<file path="src/crs_pkg.sv">
// Package of constants and carrier types for the chip reset sequencer
package crs_pkg;

  // Clock rate
  localparam int unsigned CLK_HZ          = 50_000_000;
  localparam int unsigned CLK_PERIOD_PS   = 20_000;

  // Power-on release delay after the reset pin rises, in nanoseconds (typ figure)
  localparam int unsigned POR_HOLD_MIN_NS = 2200;
  localparam int unsigned POR_HOLD_TYP_NS = 3000;
  localparam int unsigned POR_HOLD_MAX_NS = 4200;
  localparam int unsigned POR_HOLD_CYC    =
    (POR_HOLD_TYP_NS * 1000 + CLK_PERIOD_PS - 1) / CLK_PERIOD_PS;

  // Debounce of the merged reset source, in clocks
  localparam int unsigned DEBOUNCE_CYC    = 100;

  // Boot copy phase, in microseconds
  localparam int unsigned BOOT_MIN_US     = 4100;
  localparam int unsigned BOOT_MAX_US     = 4900;
  localparam int unsigned BOOT_MIN_CYC    = (BOOT_MIN_US * (CLK_HZ / 1_000_000));

  // Boot image size in bytes
  localparam int unsigned BOOT_BYTES      = 16384;

  // Power-on flash reset pulse length, in clocks
  localparam int unsigned FLASH_PULSE_CYC = 16;

  // Sequencer states, one-hot
  typedef enum logic [4:0] {
    CRS_POR  = 5'h01,
    CRS_DBNC = 5'h02,
    CRS_BOOT = 5'h04,
    CRS_WAIT = 5'h08,
    CRS_RUN  = 5'h10
  } crs_state_t;

  // Reset stage outputs, all active low
  typedef struct packed {
    logic por_n;
    logic reset_source_n;
    logic boot_loader_rst_n;
    logic system_rst_n;
  } crs_stage_t;

  // Boot copy handshake toward flash and program SRAM
  typedef struct packed {
    logic        start;
    logic [13:0] addr;
  } crs_copy_t;

endpackage

</file>
<file path="src/crs_sync.sv">
// Three-stage pin synchroniser with agreement of the last two stages
`timescale 1ns/100ps
module crs_sync (
  input  wire logic core_clk,
  input  wire logic rst,
  input  wire logic pin_in,
  output logic      level_out
);
  import crs_pkg::*;

  logic [2:0] sync_r;
  logic [2:0] sync_nxt;
  logic       level_r;
  logic       level_nxt;

  // Shift in; level changes only when stages two and three agree
  always_comb begin
    sync_nxt  = {sync_r[1:0], pin_in};
    level_nxt = (sync_r[1] == sync_r[2]) ? sync_r[2] : level_r;
  end

  // Resets to asserted (low) so the chip starts held
  always_ff @(posedge core_clk) begin
    if (rst) begin
      sync_r  <= 3'h0;
      level_r <= 1'b0;
    end else begin
      sync_r  <= sync_nxt;
      level_r <= level_nxt;
    end
  end

  assign level_out = level_r;

endmodule // crs_sync

</file>
<file path="src/crs_top.sv">
// Chip reset sequencer: merges reset sources and releases stages in order
`timescale 1ns/100ps

// Operation
// RQ1 - Any source asserts the system reset
// RQ2 - Power-on pulse resets the flash
// RQ3 - Power-on reset held about 3 us
// RQ4 - Debounced source released 100 clocks later
// RQ5 - System reset held during boot copy
// RQ6 - Boot copy on hardware reset and reboot
// RQ7 - Stages release in order, restart on source
module crs_top #(
  parameter int unsigned BOOT_CYC = crs_pkg::BOOT_MIN_CYC
) (
  input  wire logic          core_clk,
  input  wire logic          rst,
  input  wire logic          ext_rst_n,
  input  wire logic          power_on,
  input  wire logic          software_reboot_request,
  input  wire logic          copy_done,
  output crs_pkg::crs_stage_t stage,
  output crs_pkg::crs_copy_t  copy,
  output logic               flash_rst
);
  import crs_pkg::*;

  // Sequence walk, one step per state:
  //   POR  - all stages low; counts the power-on hold once no source is active
  //   DBNC - power-on stage released; counts the debounce span of the source
  //   BOOT - source stage released; one cycle to launch the boot copy
  //   WAIT - boot loader out of reset; copy runs while system reset stays low
  //   RUN  - every stage released; only a new source assertion leaves it
  // Any source seen at an edge forces POR at that same edge, so even a short
  // source pulse restarts the whole walk from the first stage.
  // The pin path adds about four clocks before the hold starts; the hold is
  // counted from the typical figure so that latency keeps it inside limits.
  // The boot phase ends only when the copy engine reports done and the
  // minimum phase time has run out; a slow copy stretches the phase, a fast
  // one never shortens it.
  // Limitation: no upper bound is enforced on the boot phase; a copy engine
  // that never reports done leaves system reset asserted for good.
  // One counter serves all timed states and starts from zero in each of them,
  // so its width is set by the longest span, the boot phase at full rate.

  // Counter width covers the full boot phase at the nominal clock
  localparam int unsigned CW = 18;

  // Synchronised pin level, low while the pin holds the chip in reset
  logic       pin_n;

  // Sequencer state and its shared span counter
  crs_state_t state_r;
  crs_state_t state_nxt;
  logic [CW-1:0] cnt_r;
  logic [CW-1:0] cnt_nxt;

  // Stage levels and boot copy launch
  crs_stage_t stage_r;
  crs_stage_t stage_nxt;
  crs_copy_t  copy_r;
  crs_copy_t  copy_nxt;

  // Flash reset pulse and its power-on edge memory
  logic       flash_r;
  logic       flash_nxt;
  logic [4:0] fcnt_r;
  logic [4:0] fcnt_nxt;
  logic       pwr_seen_r;
  logic       pwr_seen_nxt;

  // Merged reset source
  logic       src_active;

  // Terminal count test shared by the power-on and debounce holds
  function automatic logic cnt_done(input logic [CW-1:0] cnt, input int unsigned len);
    cnt_done = (cnt >= CW'(len - 1));
  endfunction

  // Reset pin arrives from outside the clock domain
  crs_sync u_pin_sync (
    .core_clk  (core_clk),
    .rst       (rst),
    .pin_in    (ext_rst_n),
    .level_out (pin_n)
  );

  // Any of the three sources restarts the whole stage sequence
  assign src_active = ~pin_n | power_on | software_reboot_request; // RQ1

  // Sequencer next state and stage levels
  always_comb begin
    state_nxt = state_r;
    cnt_nxt   = cnt_r;
    stage_nxt = stage_r;
    copy_nxt  = copy_r;
    copy_nxt.start = 1'b0;
    if (src_active) begin
      state_nxt = CRS_POR; // RQ7
      cnt_nxt   = '0;
      stage_nxt = '0; // RQ1
    end else begin
      case (state_r)
        CRS_POR: begin
          // Hold power-on reset low, then release the first stage
          if (cnt_done(cnt_r, POR_HOLD_CYC)) begin // RQ3
            state_nxt       = CRS_DBNC;
            cnt_nxt         = '0;
            stage_nxt.por_n = 1'b1;
          end else begin
            cnt_nxt = cnt_r + CW'(1);
          end
        end
        CRS_DBNC: begin
          // Debounce span before the source stage lets go
          if (cnt_done(cnt_r, DEBOUNCE_CYC)) begin // RQ4
            state_nxt                = CRS_BOOT;
            cnt_nxt                  = '0;
            stage_nxt.reset_source_n = 1'b1;
          end else begin
            cnt_nxt = cnt_r + CW'(1);
          end
        end
        CRS_BOOT: begin
          // Boot loader leaves reset and starts the copy
          state_nxt                   = CRS_WAIT;
          stage_nxt.boot_loader_rst_n = 1'b1;
          copy_nxt.start              = 1'b1; // RQ6
          copy_nxt.addr               = '0;
        end
        CRS_WAIT: begin
          // Copy must finish and the minimum phase time elapse
          if (cnt_r < CW'(BOOT_CYC)) begin // RQ5
            cnt_nxt = cnt_r + CW'(1);
          end
          if (copy_done && cnt_r >= CW'(BOOT_CYC)) begin // RQ5
            state_nxt              = CRS_RUN;
            stage_nxt.system_rst_n = 1'b1;
          end
        end
        CRS_RUN: begin
          // Parked until a new source assertion
          state_nxt = CRS_RUN;
        end
        default: begin
          // Illegal code: restart with every stage held
          state_nxt = CRS_POR;
          cnt_nxt   = '0;
          stage_nxt = '0;
        end
      endcase
    end
  end

  // Flash reset pulse once per power-on event
  // Edge memory keeps a long power-on level from retriggering the pulse;
  // a new rising edge while a pulse runs does not reload it; the running count just runs out.
  always_comb begin
    pwr_seen_nxt = pwr_seen_r;
    fcnt_nxt     = fcnt_r;
    flash_nxt    = 1'b0;
    if (power_on && !pwr_seen_r) begin
      pwr_seen_nxt = 1'b1;
      fcnt_nxt     = 5'(FLASH_PULSE_CYC);
    end else if (!power_on) begin
      pwr_seen_nxt = 1'b0;
    end
    if (fcnt_r != 5'h00) begin
      fcnt_nxt  = fcnt_r - 5'h01;
      flash_nxt = 1'b1; // RQ2
    end
  end

  // Sequencer registers; reset holds every stage asserted
  always_ff @(posedge core_clk) begin
    if (rst) begin
      state_r <= CRS_POR;
      cnt_r   <= '0;
      stage_r <= '0;
      copy_r  <= '0;
    end else begin
      state_r <= state_nxt;
      cnt_r   <= cnt_nxt;
      stage_r <= stage_nxt;
      copy_r  <= copy_nxt;
    end
  end

  // Flash pulse registers; reset drops any pulse in flight
  always_ff @(posedge core_clk) begin
    if (rst) begin
      flash_r    <= 1'b0;
      fcnt_r     <= 5'h00;
      pwr_seen_r <= 1'b0;
    end else begin
      flash_r    <= flash_nxt;
      fcnt_r     <= fcnt_nxt;
      pwr_seen_r <= pwr_seen_nxt;
    end
  end

  // Outputs come straight from the registers above, so no glitch
  // from the next-state logic can reach the reset tree
  assign stage     = stage_r;
  assign copy      = copy_r;
  assign flash_rst = flash_r;

endmodule // crs_top

</file>
<file path="config.mk">
export PLATFORM = sky130hd
export DESIGN_NAME = crs_top
export DESIGN_NICKNAME = d
export VERILOG_FILES = /design/src/crs_pkg.sv /design/src/crs_sync.sv /design/src/crs_top.sv
export SDC_FILE = /design/constraint.sdc
export NUM_CORES = 1
export LEC_CHECK = 0
export ABC_AREA = 1
export BUFFER_PORTS_ARGS = -buffer_cell sky130_fd_sc_hd__buf_4
export CAP_MARGIN = 0
export CORE_MARGIN = 2
export CORE_UTILIZATION = 35
export DETAILED_ROUTE_END_ITERATION = 12
export GPL_TIMING_DRIVEN = 1
export SLEW_MARGIN = 20
export SYNTH_ARGS = -nofsm -noshare
export SYNTH_HDL_FRONTEND = slang
export SYNTH_SLANG_ARGS = --single-unit
</file>
<file path="constraint.sdc">
create_clock -name core_clk -period 3.65 [get_ports core_clk]
set_clock_uncertainty 0.05 [all_clocks]
set_input_delay 0.5475 -clock core_clk [delete_from_list [all_inputs] [get_ports core_clk]]
set_output_delay 0.5475 -clock core_clk [all_outputs]
set_load 0.05 [all_outputs]
</file>
==> results of run 1 <==
[layout by cell type (no fill, tap or decap), drive strengths merged, types with 3 or more instances in the layout]
master	Yosys	layout
ha	5	5
buf	18	11
a31oi	3	3
o21ai	8	8
nand4	7	7
clkbuf	0	6
nor3	8	8
nand3	27	27
inv	52	52
dfxtp	39	39
conb	1	14
nand2	77	77
a21oi	16	16
nor2	63	63
nand3b	4	4
xnor2	3	3
[power groups by stage]
stage	Sequential (uW)	Combinational, uW	Clock, uW
after floorplan	494	121	0
final	467	152	379
after global placement	477	152	0
after CTS	467	156	389
after global routing	472	170	401
after detailed placement	477	156	0
[through the flow]
step                worst slack, ns  hold WS, ns
floorplan                     2.099       0.3383
global placement              1.836       0.3454
detailed placement            1.806       0.3483
CTS                           1.852       0.3605
global route                  1.605       0.3656
finish                        1.809       0.3560
[how the worst min path moves through the flow]
stage                                                from                               to  cells after the start
after global routing      u_pin_sync.sync_r[0]$_SDFF_PP0_  u_pin_sync.sync_r[1]$_SDFF_PP0_                      2
after detailed placement  u_pin_sync.sync_r[0]$_SDFF_PP0_  u_pin_sync.sync_r[1]$_SDFF_PP0_                      2
after floorplan           u_pin_sync.sync_r[0]$_SDFF_PP0_  u_pin_sync.sync_r[1]$_SDFF_PP0_                      2
after global placement    u_pin_sync.sync_r[0]$_SDFF_PP0_  u_pin_sync.sync_r[1]$_SDFF_PP0_                      2
final                     u_pin_sync.sync_r[0]$_SDFF_PP0_  u_pin_sync.sync_r[1]$_SDFF_PP0_                      2
after CTS                 u_pin_sync.sync_r[0]$_SDFF_PP0_  u_pin_sync.sync_r[1]$_SDFF_PP0_                      2
[tightest hold or removal path, cell delays in order (launching register included)]
cell and delay, ns:
dfxtp_1 0.30, inv_1 0.04, nor2_1 0.03
[state kept, by name (all words and copies together), names as in the netlist]
| register | cells |
|---|---|
| cnt_r | 18 |
| flash_rst | 1 |
| stage | 4 |
| state_r | 5 |
| copy | 1 |
| u_pin_sync.level_out | 1 |
| pwr_seen_r | 1 |
| fcnt_r | 5 |
| u_pin_sync.sync_r | 3 |
[metal layers]
metal,GRT usage (%),vias to the layer above,part of all wire [%]
met4,4.329,0,0.75
li1,-,1058,-
met1,19.82,907,50
met2,23.30,48,45
met5,0,-,0
met3,3.210,4,4.9
[cell type report]
type / count / share of cell area, %
Clock buffer: 6 / 3.303
Tap cell: 77 / 3.854
Inverter: 52 / 7.808
Sequential cell: 39 / 31.23
Timing Repair Buffer: 11 / 3.303
Clock inverter: 2 / 1.401
Multi-Input combinational cell: 241 / 49.10
[cell families (layout without fill, tap and decap cells)]
| group | Yosys count | count (layout) |
|---|---|---|
| AO/OA/AOI/OAI | 30 | 30 |
| XOR/XNOR | 4 | 4 |
| AND/OR/NAND/NOR | 188 | 188 |
| other | 1 | 14 |
| adder cells (fa/ha/maj) | 5 | 5 |
| buffers and inverters | 70 | 71 |
| flip-flops | 39 | 39 |
==> impl_metrics.env, run 1 <==
export IMPL_area_growth_syn_to_layout_pct=8.764
export IMPL_cts_root_buf="clkbuf_8"
export IMPL_ys_warn_count=0
export IMPL_grt_pass1_vias=1897
export IMPL_multi_input_area_mm2=0.001227
export IMPL_swShare_pct=27.55
export IMPL_yosys_area_share_simple_pct=39.63
export IMPL_setup_violations=0
export IMPL_async_flop_share_pct=0
export IMPL_synth_edf_count=0
export IMPL_tns_ns=0
export IMPL_yosysMostFrequentCell="nand2_1"
export IMPL_crit_end="cnt_r[6]$_SDFFE_PP0P_"
export IMPL_synth_xor_area_share_pct=1.524
export IMPL_grt_pass1_wl_um=8673
export IMPL_ys_ff_latch=39
export IMPL_drc=0
export IMPL_io_buffers=11
export IMPL_gp_congestion=0.9110
export IMPL_seq_area_um2=780.7
export IMPL_synth_compound_area_share_pct=7.240
export IMPL_drv_slew=0
export IMPL_path_class="reg2reg"
export IMPL_final_util_pct=39.37
export IMPL_routed_wl_um=4775
export IMPL_r2r_cells=12
export IMPL_cp_top_family="simple AND/OR/NAND/NOR gates"
export IMPL_ctsLongestPathBuffers=2
export IMPL_power_density_mw_per_mm2=399.4
export IMPL_cpPeakStageDelay_ns=0.44
export IMPL_rsz0062_at_grt="false"
export IMPL_placed_area_mm2=0.002382
export IMPL_synth_top_family_by_area="simple AND/OR/NAND/NOR gates"
export IMPL_rows=29
export IMPL_hold_viol=0
export IMPL_holdBufCountCts=0
export IMPL_rr_startpoint="cnt_r[6]$_SDFFE_PP0P_"
export IMPL_drt_iter0_drc=119
export IMPL_clock_sinks=39
export IMPL_path_cells="nand2_1 -> inv_1 -> nand2_1 -> nand2_1 -> nand2_1 -> nand2_1 -> nand3_1 -> nand2_1 -> nor2_1 -> nor2_2 -> nand2_1 -> nor2_1"
export IMPL_nNetsFinal=361
export IMPL_crit_slowest_cell="dfxtp_1"
export IMPL_viasPerCell=4.713
export IMPL_min_period_ns=1.841
export IMPL_startpoint="cnt_r[6]$_SDFFE_PP0P_"
export IMPL_dp_hpwl_um=3647
export IMPL_fin_crit_sh_pct=50.44
export IMPL_num_antenna_cells=0
export IMPL_crit_buf_inv=1
export IMPL_power_frac_comb_pct=15.3
export IMPL_min_path_type="reg2reg"
export IMPL_dieArea_mm2=0.007231
export IMPL_core_area_mm2=0.006350
export IMPL_fin_cells=428
export IMPL_p_total_uw=998.3
export IMPL_ys_dominant_reg_cell="dfxtp_1"
export IMPL_yosys_area_share_adder_pct=2.722
export IMPL_grt_max_degree=25
export IMPL_synth_cells=337
export IMPL_ant_nets=0
export IMPL_status="completed"
export IMPL_worstSetupEndpointType="flip-flop"
export IMPL_avgRoutedWirePerCell_um=11.16
export IMPL_ys_seq_area_share_pct=33.97
export IMPL_arrival_ns=2.03
export IMPL_cts_buffers=5
export IMPL_r2r_slack_ns=1.81
export IMPL_io_pins=26
export IMPL_synthTopCellsByCount="nand2_1, nor2_1, inv_1, dfxtp_1, nand3_1"
export IMPL_avgSynthCellArea_um2=6.820
export IMPL_maxCapViolations=0
export IMPL_leakage_uw=0.001139
export IMPL_ctsResizeCount=0
export IMPL_cpMostUsedCell="nand2_1"
export IMPL_synth_top_area_share_pct=33.97
export IMPL_synth_area_leaders="dfxtp_1, nand2_1, nor2_1, inv_1, nand3_1"
export IMPL_ctsHtreeMaxLevel=2
export IMPL_seqPwrFrac_pct=46.8
export IMPL_clkTransAtPathRegs_ns=0.08
export IMPL_p_sw_uw=275.0
export IMPL_grt_overflow=0
export IMPL_fin_area_mm2=0.002500
export IMPL_synth_area_mm2=0.002298
export IMPL_drive_gt1_share_pct=14.53
export IMPL_power_internal_uw=723.3
export IMPL_drt_pass1_iter_count=4
export IMPL_worst_path_stages=12
export IMPL_via_count=2017
export IMPL_required_ns=3.84
export IMPL_ys_types=33
export IMPL_antenna_found_initial=0
export IMPL_synthMuxAreaShare_pct=0
export IMPL_cts_tree="yes"
export IMPL_clkPwrFrac_pct=38.0
export IMPL_num_fill_cells=655
export IMPL_r2r_end="cnt_r[6]$_SDFFE_PP0P_"
export IMPL_initial_core_util_pct=36.20
export IMPL_critPathLaunchType="flip-flop"
export IMPL_post_cts_setup_buffers=0
export IMPL_yosysTopAreaCell="dfxtp_1"
export IMPL_clk_latency_ns=0.29
export IMPL_grt_usage_pct=14.60
export IMPL_die_width_um=85.04
export IMPL_vdd_ir_drop_max_v=0.0003061
export IMPL_placed_cells=420
export IMPL_max_freq_ghz=0.5432
export IMPL_die_h_um=85.04
export IMPL_cp_max_fo=11
Note: power is estimated with default switching activity, not from simulation.
==> run 2, diff against run 1 <==
--- a/config.mk
+++ b/config.mk
@@ -5,7 +5,7 @@
 export SDC_FILE = /design/constraint.sdc
 export NUM_CORES = 1
 export LEC_CHECK = 0
-export ABC_AREA = 1
+export ABC_AREA = 0
 export BUFFER_PORTS_ARGS = -buffer_cell sky130_fd_sc_hd__buf_4
 export CAP_MARGIN = 0
 export CORE_MARGIN = 2
==> constraint.sdc (replaced) <==
create_clock -name core_clk -period 1.9 [get_ports core_clk]
set_clock_uncertainty 0.05 [all_clocks]
set_input_delay 0.285 -clock core_clk [delete_from_list [all_inputs] [get_ports core_clk]]
set_output_delay 0.285 -clock core_clk [all_outputs]
set_load 0.05 [all_outputs]
==> impl_metrics.env, run 2 <==
export IMPL_drive_gt1_share_pct=32.98
export IMPL_io_pins=26
export IMPL_fin_cells=360
export IMPL_initial_core_util_pct=35.74
export IMPL_drc=0
export IMPL_yosysTopAreaCell="dfxtp_1"
export IMPL_rsz0062_at_grt="true"
export IMPL_ys_seq_area_share_pct=37.57
export IMPL_path_class="reg2reg"
export IMPL_ctsHtreeMaxLevel=2
export IMPL_maxCapViolations=0
export IMPL_routed_wl_um=4429
export IMPL_synth_area_leaders="dfxtp_1, xnor2_1, nor2_1, buf_4, ha_1"
export IMPL_ctsLongestPathBuffers=2
export IMPL_vdd_ir_drop_max_v=0.0005929
export IMPL_power_frac_comb_pct=16.6
export IMPL_violations="negative setup slack"
export IMPL_ys_types=46
export IMPL_p_sw_uw=533.1
export IMPL_largest_reg_flops=18
export IMPL_antenna_found_initial=0
export IMPL_critPathLaunchType="flip-flop"
export IMPL_placed_cells=345
export IMPL_required_ns=2.02
export IMPL_via_count=1721
export IMPL_hold_viol=0
export IMPL_ys_warn_count=0
export IMPL_grt_usage_pct=14.34
export IMPL_rows=28
export IMPL_clkPwrFrac_pct=37.1
export IMPL_fin_ws_ns=-0.2568
export IMPL_leakage_uw=0.001007
export IMPL_die_width_um=81.06
export IMPL_avgRoutedWirePerCell_um=12.30
export IMPL_fin_area_mm2=0.002686
export IMPL_status="finished, violations left"
export IMPL_final_common_cell="buf_4"
export IMPL_viasPerCell=4.781
export IMPL_synth_top_area_share_pct=37.57
export IMPL_drv_slew=0
export IMPL_synth_area_mm2=0.002078
export IMPL_worstSetupEndpointType="flip-flop"
export IMPL_clkTransAtPathRegs_ns=0.08
export IMPL_holdBufCountCts=0
export IMPL_fin_crit_sh_pct=113.5
export IMPL_clock_sinks=39
export IMPL_cts_buffers=5
export IMPL_cts_tree="yes"
export IMPL_swShare_pct=27.51
export IMPL_min_path_type="in2reg"
export IMPL_setup_violations=22
export IMPL_hold_slack_ns=0.1645
export IMPL_synthTopCellsByCount="dfxtp_1, nor2_1, xnor2_1, buf_4, nand2_1"
export IMPL_synth_cells=236
export IMPL_grt_overflow=0
export IMPL_grt_pass1_vias=1651
export IMPL_drt_pass1_iter_count=4
export IMPL_reg_largest_list="cnt_r (18), fcnt_r (5), state_r (5)"
export IMPL_avgSynthCellArea_um2=8.806
export IMPL_yosysMostFrequentCell="dfxtp_1"
export IMPL_min_period_ns=2.157
export IMPL_ys_ff_latch=39
export IMPL_dieArea_mm2=0.006570
export IMPL_grt_max_degree=18
export IMPL_power_internal_uw=1405
export IMPL_nNetsFinal=295
export IMPL_core_area_mm2=0.005816
export IMPL_seqPwrFrac_pct=46.4
export IMPL_io_buffers=11
export IMPL_area_growth_syn_to_layout_pct=29.26
export IMPL_drt_iter0_drc=60
export IMPL_die_h_um=81.06
export IMPL_dp_hpwl_um=3061
export IMPL_max_freq_ghz=0.4637
export IMPL_placed_area_mm2=0.002359
export IMPL_final_cell_mix="buf_4, dfxtp_1, nor2_1, xnor2_1, conb_1"
export IMPL_arrival_ns=2.28
export IMPL_regMostFlops="cnt_r"
export IMPL_cp_max_fo=6
export IMPL_synth_edf_count=0
export IMPL_ys_dominant_reg_cell="dfxtp_1"
export IMPL_async_flop_share_pct=0
export IMPL_grt_pass1_wl_um=7265
export IMPL_cts_root_buf="clkbuf_8"
export IMPL_ant_nets=0
export IMPL_place_ws_ns=-0.2782
export IMPL_gp_congestion=0.8396
export IMPL_num_antenna_cells=0
export IMPL_clk_latency_ns=0.30
export IMPL_power_density_mw_per_mm2=721.5
==> run 2: power by group through the flow <==
| stage | Combinational (uW) | Sequential (uW) | Clock, uW |
|---|---|---|---|
| 2_1_floorplan | 250 | 949 | 0 |
| 3_3_place_gp | 313 | 916 | 0 |
| 3_5_place_dp | 316 | 918 | 0 |
| 4_1_cts | 318 | 899 | 737 |
| 5_1_grt | 367 | 908 | 786 |
| 6_report | 321 | 899 | 718 |
==> run 2: worst paths after layout <==
check,startpoint,endpoint,slack [ns],cells after the start
max reg2reg,cnt_r[10]$_SDFFE_PP0P_,cnt_r[11]$_SDFFE_PP0P_,-0.26,7
min,ext_rst_n,u_pin_sync.sync_r[0]$_SDFF_PP0_,0.16,2
max,cnt_r[10]$_SDFFE_PP0P_,cnt_r[11]$_SDFFE_PP0P_,-0.26,7
min reg2reg,u_pin_sync.sync_r[0]$_SDFF_PP0_,u_pin_sync.sync_r[1]$_SDFF_PP0_,0.41,1
==> run 2: area by class of cell <==
| class | count | area [um^2] |
|---|---|---|
| clock buffers | 6 | 82.58 |
| clock inverters | 2 | 35.03 |
| fillers | 583 | 3129 |
| inverters | 7 | 26.28 |
| multi-input cells | 181 | 1236 |
| flip-flops and latches | 39 | 784.5 |
| well taps | 75 | 93.84 |
| repair buffers | 50 | 427.9 |
==> run 2: cells by family after synthesis <==
kind of cell / count (synthesis) / synth area share [%]
compound gates: 28 / 9.874
buf+inv: 29 / 11.02
simple gates: 112 / 28.96
flops: 39 / 37.57
mux: 2 / 0.9633
other cells: 1 / 0.1804
fa+ha+maj: 5 / 3.010
xor+xnor: 20 / 8.429
==> run 2: what timing repair did <==
item	4_1_cts	5_1_grt
setup buffers	4	2
pin swaps	8	9
resized for setup	10	21
gates cloned	1	0
endpoints found under the setup margin	24	25
==> run 2: through the flow <==
step / TNS [ns] / total power [uW] / utilization [%]
2_1_floorplan: -3.627 / 1199 / -
3_3_place_gp: -3.548 / 1229 / 40.56
3_5_place_dp: -3.925 / 1234 / 40.56
4_1_cts: -3.611 / 1954 / 44.69
5_1_grt: -5.617 / 2062 / 46.19
6_report: -3.851 / 1938 / 46.19
==> run 2: worst max-delay path: stages, from the launching register on <==
cell and delay [ns]:
dfxtp_1 0.31, or4_4 0.58, o31ai_4 0.25, o211ai_4 0.11
buf_12 0.16, nor3_4 0.25, mux2i_1 0.27, a2111oi_2 0.05
==> run 2: per-layer routing <==
| metal | wire length (um) | up-vias | track usage (%) |
|---|---|---|---|
| li1 | - | 880 | - |
| met4 | 77 | 0 | 5.932 |
| met5 | 0 | - | 0 |
| met2 | 2158 | 34 | 24.05 |
| met1 | 2036 | 800 | 17.63 |
| met3 | 156 | 7 | 3.333 |
